**src/core/uotec_defs.vh**
```
// Purpose: Constants for the token, frame and endpoint configuration block
// Assumes: 32-bit Avalon-MM data, byte addresses, one word per register
// Notes: Only the low byte of each register is implemented, plus the write-only device address in control bits 14..8
`ifndef UOTEC_DEFS_VH
`define UOTEC_DEFS_VH

// Register byte offsets
`define UOTEC_OFS_TOKEN 8'h00
`define UOTEC_OFS_SOFTHR 8'h04
`define UOTEC_OFS_BASELO 8'h08
`define UOTEC_OFS_BASEMID 8'h0C
`define UOTEC_OFS_BASEHI 8'h10
`define UOTEC_OFS_CFG1 8'h14
`define UOTEC_OFS_CTRL 8'h18
`define UOTEC_OFS_STATUS 8'h1C
`define UOTEC_OFS_EP0 8'h40
`define UOTEC_EP_COUNT 16

// Reset value of every implemented register
`define UOTEC_RST_BYTE 8'h00

// Token type codes
`define UOTEC_PID_SETUP 4'hD
`define UOTEC_PID_IN 4'h9
`define UOTEC_PID_OUT 4'h1

// Configuration one fields
`define UOTEC_CFG_EYE 7
`define UOTEC_CFG_OEMON 6
`define UOTEC_CFG_SIDL 4
`define UOTEC_CFG_ASUSP 0
`define UOTEC_CFG_MASK 8'hD1

// Control register fields
`define UOTEC_CTL_HOSTEN 0
`define UOTEC_CTL_FRAME_TOKEN_ENABLE 1
`define UOTEC_CTL_SUSP 2

// Endpoint control fields
`define UOTEC_EP_LOW_SPEED_DIRECT 7
`define UOTEC_EP_NORETRY 6
`define UOTEC_EP_CONDIS 4
`define UOTEC_EP_RXEN 3
`define UOTEC_EP_TXEN 2
`define UOTEC_EP_STALL 1
`define UOTEC_EP_HSHK 0
`define UOTEC_EP_MASK 8'hDF

// Frame timing
`define UOTEC_CLK_MHZ 10
`define UOTEC_SOF_PERIOD_US 1000
`define UOTEC_SOF_CYCLES (`UOTEC_SOF_PERIOD_US * `UOTEC_CLK_MHZ)

`endif

```
**src/core/uotec_empty_guard.v**
```verilog
`timescale 1ns/1ps
`default_nettype none
`default_nettype wire

```
**src/core/uotec_regs.v**
```verilog
// Purpose: Software view of host token, frame threshold, descriptor base,
//          module configuration and sixteen endpoint controls
// Assumes: Avalon-MM slave on clk, synchronous active-high rst
// Notes: Each access takes one wait cycle; unmapped reads return zero
//
// Behaviour
// - Token type bits 7..4 code SETUP 1101, IN 1001, OUT 0001.
// - Base address bits 15..9 come from low page bits 7..1; bit 0 zero.
// - Base address bits 23..16 come from the middle page register.
// - Base address bits 31..24 come from the high page register.
// - Base address is 512-byte aligned; bits 8..0 always zero.
// - Configuration bit 7 runs the eye-pattern test.
// - Configuration bit 6 enables the output-enable monitor signal.
// - Configuration bit 4 halts the module while in Idle.
// - Configuration bit 0 suspends automatically on entry to Sleep.
// - Otherwise only the manual suspend bit suspends, stopping USB clock.
// - Host endpoint 0 bit 7 selects direct low-speed, else hub preamble.
// - Host endpoint 0 bit 6 clear retries NAKs; set disables retries.
// - With TX and RX enabled, bit 4 refuses SETUP; otherwise ignored.
// - Endpoint receives only with bit 3, transmits only with bit 2.
// - Endpoint bit 1 reports that the endpoint was stalled.
// - Endpoint handshakes happen only while bit 0 is set.
// - Register bits 31..8 read as zero.
// - In host mode with frame enable, send a frame token every 1 ms.
//
// The Avalon-MM slave port and the register addresses were decided locally.

`timescale 1ns/1ps
`default_nettype none
`include "uotec_defs.vh"

module uotec_regs #(
  parameter SOF_CYCLES = `UOTEC_SOF_CYCLES,
  parameter SOF_CW = 14
) (
  input wire clk,
  input wire rst,
  // Avalon-MM slave
  input wire [7:0] address,
  input wire read,
  input wire write,
  input wire [31:0] writedata,
  input wire [3:0] byteenable,
  output reg [31:0] readdata,
  output reg waitrequest,
  // Power state of the surrounding chip
  input wire idleMode,
  input wire sleepMode,
  // Transceiver and engine status
  input wire xcvrDriving,
  input wire tokenDone,
  input wire [15:0] stallEvent,
  // Host token request
  output reg tokenStart,
  output reg [3:0] tokenPid,
  output reg [3:0] tokenEndpoint,
  output reg [6:0] tokenAddress,
  output reg tokenInProgress,
  output reg frameTokenStart,
  output reg [7:0] frameThresholdCount,
  output reg [31:0] descBaseAddress,
  // Module configuration
  output reg eyePatternTest,
  output reg outputEnableMonitor,
  output reg usbHalted,
  output reg usbSuspended,
  output reg usbClockEnable,
  output reg lowSpeedDirect,
  output reg nakRetryEnable,
  // Per-endpoint permissions
  output reg [15:0] endpointReceiveAllow,
  output reg [15:0] endpointTransmitAllow,
  output reg [15:0] endpointSetupAllow,
  output reg [15:0] endpointHandshakeEnable
);

  localparam [SOF_CW-1:0] SOF_LAST = SOF_CYCLES - 1;

  // Register storage, low byte only
  reg [7:0] tokenCmd;
  reg [7:0] frameThreshold;
  reg [7:0] descBaseLow;
  reg [7:0] descBaseMid;
  reg [7:0] descBaseHigh;
  reg [7:0] configOne;
  reg [7:0] controlReg;
  reg [6:0] deviceAddress;
  reg [7:0] endpointCtrl [0:15];
  reg [SOF_CW-1:0] sofCount;

  wire accept;
  wire writeHit;
  wire laneLow;
  wire isEpAddr;
  wire [3:0] epIndex;
  wire hostMode;
  wire validPid;
  wire suspendNow;
  wire haltNow;
  reg [7:0] next_readByte;

  // One wait cycle per access; the transfer completes when waitrequest low
  assign accept = (read | write) & ~waitrequest;
  assign writeHit = write & ~waitrequest;
  assign laneLow = byteenable[0];
  assign isEpAddr = (address[7:6] == 2'b01);
  assign epIndex = address[5:2];
  assign hostMode = controlReg[`UOTEC_CTL_HOSTEN];
  assign validPid = (writedata[7:4] == `UOTEC_PID_SETUP) |
                    (writedata[7:4] == `UOTEC_PID_IN) |
                    (writedata[7:4] == `UOTEC_PID_OUT);
  // Manual suspend works in both modes; auto only while sleeping
  assign suspendNow = controlReg[`UOTEC_CTL_SUSP] |
                      (configOne[`UOTEC_CFG_ASUSP] & sleepMode);
  assign haltNow = configOne[`UOTEC_CFG_SIDL] & idleMode;

  // Bus handshake: wait for one cycle, then release for the transfer
  always @(posedge clk) begin
    if (rst) begin
      waitrequest <= 1'b1;
    end else begin
      waitrequest <= ~((read | write) & waitrequest);
    end
  end

  // Read mux; upper bits of every register are tied to zero
  always @* begin
    next_readByte = `UOTEC_RST_BYTE;
    if (isEpAddr) begin
      next_readByte = endpointCtrl[epIndex];
    end else begin
      case (address)
        `UOTEC_OFS_TOKEN: next_readByte = tokenCmd;
        `UOTEC_OFS_SOFTHR: next_readByte = frameThreshold;
        `UOTEC_OFS_BASELO: next_readByte = {descBaseLow[7:1], 1'b0};
        `UOTEC_OFS_BASEMID: next_readByte = descBaseMid;
        `UOTEC_OFS_BASEHI: next_readByte = descBaseHigh;
        `UOTEC_OFS_CFG1: next_readByte = configOne;
        `UOTEC_OFS_CTRL: next_readByte = {5'b0_0000, controlReg[2:0]};
        `UOTEC_OFS_STATUS: next_readByte = {6'b00_0000, usbSuspended,
                                           tokenInProgress};
        default: next_readByte = `UOTEC_RST_BYTE;
      endcase
    end
  end

  // Read data is captured in the wait cycle so it stands at the release
  always @(posedge clk) begin
    if (rst) begin
      readdata <= 32'h0000_0000;
    end else if (read & waitrequest) begin
      readdata <= {24'h00_0000, next_readByte};
    end
  end

  // Scalar configuration registers
  always @(posedge clk) begin
    if (rst) begin
      frameThreshold <= `UOTEC_RST_BYTE;
      descBaseLow <= `UOTEC_RST_BYTE;
      descBaseMid <= `UOTEC_RST_BYTE;
      descBaseHigh <= `UOTEC_RST_BYTE;
      configOne <= `UOTEC_RST_BYTE;
      controlReg <= `UOTEC_RST_BYTE;
      deviceAddress <= 7'h00;
    end else if (writeHit & laneLow) begin
      case (address)
        `UOTEC_OFS_SOFTHR: frameThreshold <= writedata[7:0];
        `UOTEC_OFS_BASELO: descBaseLow <= {writedata[7:1], 1'b0};
        `UOTEC_OFS_BASEMID: descBaseMid <= writedata[7:0];
        `UOTEC_OFS_BASEHI: descBaseHigh <= writedata[7:0];
        `UOTEC_OFS_CFG1: configOne <= writedata[7:0] & `UOTEC_CFG_MASK;
        `UOTEC_OFS_CTRL: controlReg <= {5'b0_0000, writedata[2:0]};
        `UOTEC_OFS_STATUS: deviceAddress <= deviceAddress;
        default: deviceAddress <= deviceAddress;
      endcase
      if (address == `UOTEC_OFS_CTRL) begin
        deviceAddress <= writedata[14:8] ;
      end
    end
  end

  // Token register; a host-mode write with a defined code launches it unless halted or suspended.
  // Reserved codes are stored but never launched, so the engine never
  // sees a type it cannot decode.
  always @(posedge clk) begin
    if (rst) begin
      tokenCmd <= `UOTEC_RST_BYTE;
      tokenStart <= 1'b0;
      tokenPid <= 4'h0;
      tokenEndpoint <= 4'h0;
      tokenAddress <= 7'h00;
    end else begin
      tokenStart <= 1'b0;
      if (writeHit & laneLow & (address == `UOTEC_OFS_TOKEN)) begin
        tokenCmd <= writedata[7:0];
        if (hostMode & validPid & ~haltNow & ~suspendNow) begin
          tokenStart <= 1'b1;
          tokenPid <= writedata[7:4];
          tokenEndpoint <= writedata[3:0];
          tokenAddress <= deviceAddress;
        end
      end
    end
  end

  // Busy flag; a launch in the same cycle as done keeps it set
  always @(posedge clk) begin
    if (rst) begin
      tokenInProgress <= 1'b0;
    end else if (tokenStart) begin
      tokenInProgress <= 1'b1;
    end else if (tokenDone | ~hostMode) begin
      tokenInProgress <= 1'b0;
    end
  end

  // Frame timer: counts only while the host is running; cleared in suspend
  always @(posedge clk) begin
    if (rst) begin
      sofCount <= {SOF_CW{1'b0}};
      frameTokenStart <= 1'b0;
    end else begin
      frameTokenStart <= 1'b0;
      if (~hostMode | ~controlReg[`UOTEC_CTL_FRAME_TOKEN_ENABLE] | haltNow | suspendNow)
      begin
        sofCount <= {SOF_CW{1'b0}};
      end else if (sofCount == SOF_LAST) begin
        sofCount <= {SOF_CW{1'b0}};
        frameTokenStart <= 1'b1;
      end else begin
        sofCount <= sofCount + 1'b1;
      end
    end
  end

  // Derived configuration outputs, all registered
  always @(posedge clk) begin
    if (rst) begin
      frameThresholdCount <= `UOTEC_RST_BYTE;
      descBaseAddress <= 32'h0000_0000;
      eyePatternTest <= 1'b0;
      outputEnableMonitor <= 1'b0;
      usbHalted <= 1'b0;
      usbSuspended <= 1'b0;
      usbClockEnable <= 1'b1;
      lowSpeedDirect <= 1'b0;
      nakRetryEnable <= 1'b0;
    end else begin
      frameThresholdCount <= frameThreshold;
      descBaseAddress <= {descBaseHigh, descBaseMid, descBaseLow[7:1],
                          9'h000};
      eyePatternTest <= configOne[`UOTEC_CFG_EYE];
      outputEnableMonitor <= configOne[`UOTEC_CFG_OEMON] &
                             xcvrDriving;
      usbHalted <= haltNow;
      usbSuspended <= suspendNow;
      usbClockEnable <= ~suspendNow;
      lowSpeedDirect <= hostMode &
                        endpointCtrl[0][`UOTEC_EP_LOW_SPEED_DIRECT];
      nakRetryEnable <= hostMode &
                        ~endpointCtrl[0][`UOTEC_EP_NORETRY];
    end
  end

  // One endpoint register and its permission outputs per index
  genvar gi;
  generate
    for (gi = 0; gi < `UOTEC_EP_COUNT; gi = gi + 1) begin : gEp
      wire epWrite;
      wire [7:0] epNow;
      assign epWrite = writeHit & laneLow & isEpAddr &
                       (epIndex == gi[3:0]);
      assign epNow = endpointCtrl[gi];

      // Stall status: hardware set beats a software clear in one cycle
      always @(posedge clk) begin
        if (rst) begin
          endpointCtrl[gi] <= `UOTEC_RST_BYTE;
        end else if (epWrite) begin
          endpointCtrl[gi] <= (writedata[7:0] & `UOTEC_EP_MASK) |
                              {6'b00_0000, stallEvent[gi], 1'b0};
        end else if (stallEvent[gi]) begin
          endpointCtrl[gi][`UOTEC_EP_STALL] <= 1'b1;
        end
      end

      always @(posedge clk) begin
        if (rst) begin
          endpointReceiveAllow[gi] <= 1'b0;
          endpointTransmitAllow[gi] <= 1'b0;
          endpointSetupAllow[gi] <= 1'b0;
          endpointHandshakeEnable[gi] <= 1'b0;
        end else begin
          endpointReceiveAllow[gi] <= epNow[`UOTEC_EP_RXEN];
          endpointTransmitAllow[gi] <= epNow[`UOTEC_EP_TXEN];
          // Condis only counts when both directions are on
          endpointSetupAllow[gi] <= epNow[`UOTEC_EP_RXEN] &
                                    epNow[`UOTEC_EP_TXEN] &
                                    ~epNow[`UOTEC_EP_CONDIS];
          endpointHandshakeEnable[gi] <= epNow[`UOTEC_EP_HSHK];
        end
      end
    end
  endgenerate

endmodule // uotec_regs

`default_nettype wire

```
**config.mk**
```make
export PLATFORM = sky130hd
export DESIGN_NAME = uotec_regs
export DESIGN_NICKNAME = d
export VERILOG_FILES = /design/src/core/uotec_empty_guard.v /design/src/core/uotec_regs.v
export VERILOG_INCLUDE_DIRS = /design/src /design/src/core
export SDC_FILE = /design/constraint.sdc
export NUM_CORES = 1
export LEC_CHECK = 0
export ABC_AREA = 1
export BUFFER_PORTS_ARGS = -buffer_cell sky130_fd_sc_hd__buf_2
export CAP_MARGIN = 20
export CORE_MARGIN = 8
export CORE_UTILIZATION = 56
export CTS_CLUSTER_DIAMETER = 150
export DETAILED_ROUTE_END_ITERATION = 12
export PLACE_DENSITY = 0.8
export SLEW_MARGIN = 40
export SYNTH_ARGS = -nofsm -noshare
export SYNTH_HDL_FRONTEND = slang
export SYNTH_SLANG_ARGS = --single-unit
```
**constraint.sdc**
```tcl
create_clock -name clk -period 2.8 [get_ports clk]
set_clock_uncertainty 0.15 [all_clocks]
set_input_delay 0.14 -clock clk [delete_from_list [all_inputs] [get_ports clk]]
set_output_delay 0.14 -clock clk [all_outputs]
set_load 0.05 [all_outputs]
```
==> flow_metrics.env <==
export IMPL_hold_ws_ns=0.0332
export IMPL_cts_root_buffer_cell="sky130_fd_sc_hd__clkbuf_16"
export IMPL_proportion_of_layout_cells_with_a_drive_suffix_above_1=0.160
export IMPL_drt_first_pass_iters=5
export IMPL_timing_critical_path_required_ns=3.06
export IMPL_slew_limit_headroom=0.442
export IMPL_overflow=0
export IMPL_antenna_found_initial=1
export IMPL_clkSlewWorstSetupHoldPaths_ns=0.06
export IMPL_final_max_slew_violation_count=0
export IMPL_layout_worst_path_cycle_share=0.942
export IMPL_detailroute_via_count=10600
export IMPL_detailedPlace_worstSlack_ns=0.481
export IMPL_die_area_um2=27400
export IMPL_grt_pass1_wl_mm=51.6
export IMPL_worst_pin_slew_ns=0.832
export IMPL_portBuffers=176
export IMPL_worstHoldPathType="in -> reg"
export IMPL_critical_path_class="in -> reg"
export IMPL_synth_seq_area_share=0.582
export IMPL_postLayoutSetupSlackWorst_ns=0.163
export IMPL_synth_seq_cells=308
export IMPL_crit_path_max_fanout=16
export IMPL_nets=1795
export IMPL_cts_inserted_buffers=30
export IMPL_detailed_place_area_um2=13500
export IMPL_globalplace_congestion=0.928
export IMPL_clock_latency_ns=0.54
export IMPL_floorplan_rows=54
export IMPL_fin_area_um2=15100
export IMPL_power_per_cell_area_nw_per_um2=652
export IMPL_crit_path_end_kind="flip-flop"
export IMPL_post_synth_cell_area_avg_um2=8.27
export IMPL_ir_drop_mv=0.554
export IMPL_post_cts_setup_buffer_count=0
export IMPL_setup_worst_path_start_class="input pin"
export IMPL_worst_ep_arrival_time_ns=2.90
export IMPL_synthesis_area_um2=12500
export IMPL_fin_setup_tns_ns=0
export IMPL_final_antenna_net_count=0
export IMPL_route_detailed_vias_per_inst=5.22
export IMPL_grt_start_max_net_pins=71
export IMPL_tritoncts_clock_tree="yes"
export IMPL_start_util=0.572
export IMPL_dp_final_hpwl_mm=22.5
export IMPL_detail_route_drc_violations=0
export IMPL_height_of_the_die_um=166
export IMPL_status="completed"
export IMPL_grtUsageTotal=0.235
export IMPL_fmaxAchievable_mhz=379
export IMPL_core_area_um2=21900
export IMPL_clock_tree_htree_level_count=1
export IMPL_grt_setup_unrepaired="no"
export IMPL_cts_sinks=308
export IMPL_finalHoldViolCount=0
export IMPL_p_leak_uw=0.00697
export IMPL_timing_max_cap_violations=0
export IMPL_post_synth_inst_count=1515
export IMPL_drt_wirelength_per_cell_um=16.1
export IMPL_io_pin_count=230
export IMPL_setup_viol=0
export IMPL_synth_distinct_cells=37
export IMPL_drt_first_iter_violations=1007
export IMPL_detail_route_wirelength_mm=32.7
export IMPL_floorplan_die_width_um=166
export IMPL_clk_path_buf_depth=3
export IMPL_grt_pass1_vias=10215
export IMPL_synthesis_yosys_warnings=0
export IMPL_syn_to_final_growth_pct=20.7
export IMPL_shortest_period_the_worst_path_allows_ns=2.64
## cell usage in the layout (no fill, tap or decap), types with 3 or more instances in the layout
cell type | netlist | final
sky130_fd_sc_hd__dfxtp_1 | 196 | 196
sky130_fd_sc_hd__clkbuf_1 | 42 | 3
sky130_fd_sc_hd__o21ai_0 | 83 | 83
sky130_fd_sc_hd__a21oi_1 | 74 | 74
sky130_fd_sc_hd__o21a_1 | 8 | 8
sky130_fd_sc_hd__inv_1 | 147 | 147
sky130_fd_sc_hd__nor2_1 | 246 | 245
sky130_fd_sc_hd__clkbuf_8 | 0 | 11
sky130_fd_sc_hd__nand3_1 | 64 | 63
sky130_fd_sc_hd__clkinv_1 | 8 | 8
sky130_fd_sc_hd__nor3_1 | 16 | 16
sky130_fd_sc_hd__o21ai_2 | 5 | 5
sky130_fd_sc_hd__dlygate4sd3_1 | 0 | 49
sky130_fd_sc_hd__nor2_2 | 4 | 5
sky130_fd_sc_hd__a21oi_2 | 5 | 5
sky130_fd_sc_hd__or2_2 | 7 | 7
sky130_fd_sc_hd__nand4_1 | 4 | 4
sky130_fd_sc_hd__nor4_1 | 18 | 18
sky130_fd_sc_hd__clkbuf_16 | 0 | 33
sky130_fd_sc_hd__conb_1 | 1 | 33
sky130_fd_sc_hd__edfxtp_1 | 112 | 112
sky130_fd_sc_hd__nand2_1 | 397 | 397
sky130_fd_sc_hd__buf_2 | 16 | 175
sky130_fd_sc_hd__buf_4 | 34 | 22
sky130_fd_sc_hd__nor3b_1 | 3 | 3
## final timing paths
kind	cells after the start	endpoint	slack, ns	start
setup / recovery	9	frameThreshold[7]	0.16	address[4]
hold / removal	5	tokenStart	0.03	byteenable[0]
setup reg to reg	8	endpointCtrl[14][1]	0.43	waitrequest
hold reg to reg	1	endpointSetupAllow[8]	0.29	endpointCtrl[8][4]
## power by group
group          leakage, µW  switching (µW)  internal [µW]
Combinational      0.00367             605            200
Clock             0.000544            1670           2610
Sequential         0.00275            38.1           4740
## per-stage QoR
step                      utilization  cells  total power [µW]
final                           0.691   2031              9850
after global placement          0.618   1925              5600
after CTS                       0.690   2030              9900
after floorplan                     -   1547              5430
after global routing            0.691   2031             10200
after detailed placement        0.618   1925              5610
## layout make-up
class                           instances  area, µm²
Antenna cell                            1       2.50
Clock buffer                           47        988
Clock inverter                          9        105
Fill cell                            1741       6770
Inverter                              155        582
Multi-Input combinational cell        984       4260
Sequential cell                       308       7290
Tap cell                              280        350
Timing Repair Buffer                  247       1550
## routing by layer
metal  GRT usage  up-vias  part of all wire
li1            -     5169                 -
met1       0.286     4913              0.38
met3      0.0496       66             0.096
met4      0.0731        0             0.027
met2       0.410      452              0.49
met5           0        -                 0
## logic make-up after synthesis
| kind of cell | count (synthesis) | share of synthesized area |
|---|---|---|
| other | 1 | 0.000299 |
| and+or+nand+nor | 767 | 0.249 |
| buffers and inverters | 255 | 0.0888 |
| AOI/OAI and AO/OA | 181 | 0.0780 |
| xor gates and xnor gates | 2 | 0.00140 |
| adders and majority gates | 1 | 0.000999 |
| DFF | 308 | 0.582 |
## sequential cells by signal (all words and copies together), names as in the netlist, 14 cells and up
register	cells
descBaseAddress	23
endpointCtrl	112
endpointHandshakeEnable	16
endpointReceiveAllow	16
endpointSetupAllow	16
endpointTransmitAllow	16
sofCount	14
## repair_timing
action	4_1_cts	5_1_grt
hold endpoints to repair	109	0
resized for setup	0	2
endpoints found under the setup margin	0	4
hold buffers	49	0
## worst max-delay path: stages
cell	delay, ns
sky130_fd_sc_hd__dlygate4sd3_1	0.56
sky130_fd_sc_hd__buf_2	0.17
sky130_fd_sc_hd__nor2_2	0.12
sky130_fd_sc_hd__dlygate4sd3_1	0.60
sky130_fd_sc_hd__nand2_4	0.09
sky130_fd_sc_hd__nor3_1	0.35
sky130_fd_sc_hd__nand2_1	0.44
sky130_fd_sc_hd__o21ai_0	0.34
sky130_fd_sc_hd__a21oi_1	0.07
## synth_stat cells, drive strengths merged
cell    instances  share of area
xor2            1        0.00070
xnor2           1        0.00070
inv           147          0.044
nand3          64          0.026
a31oi           1        0.00050
buf            58          0.030
clkinv          8         0.0024
nand2         400           0.12
nor3           17         0.0077
conb            1        0.00030
clkbuf         42          0.013
a21oi          79          0.033
o21ai          89          0.037
o211ai          2         0.0012
or2             7         0.0035
edfxtp        112           0.27
o21a            8         0.0048
nor3b           3         0.0018
dfxtp         196           0.31
o21bai          1        0.00060
and3            2         0.0010
nand4           4         0.0020
ha              1         0.0010
nor4           18         0.0090
o211a           1        0.00080
nor2          252          0.077
Note: power is estimated with default switching activity, not from simulation.
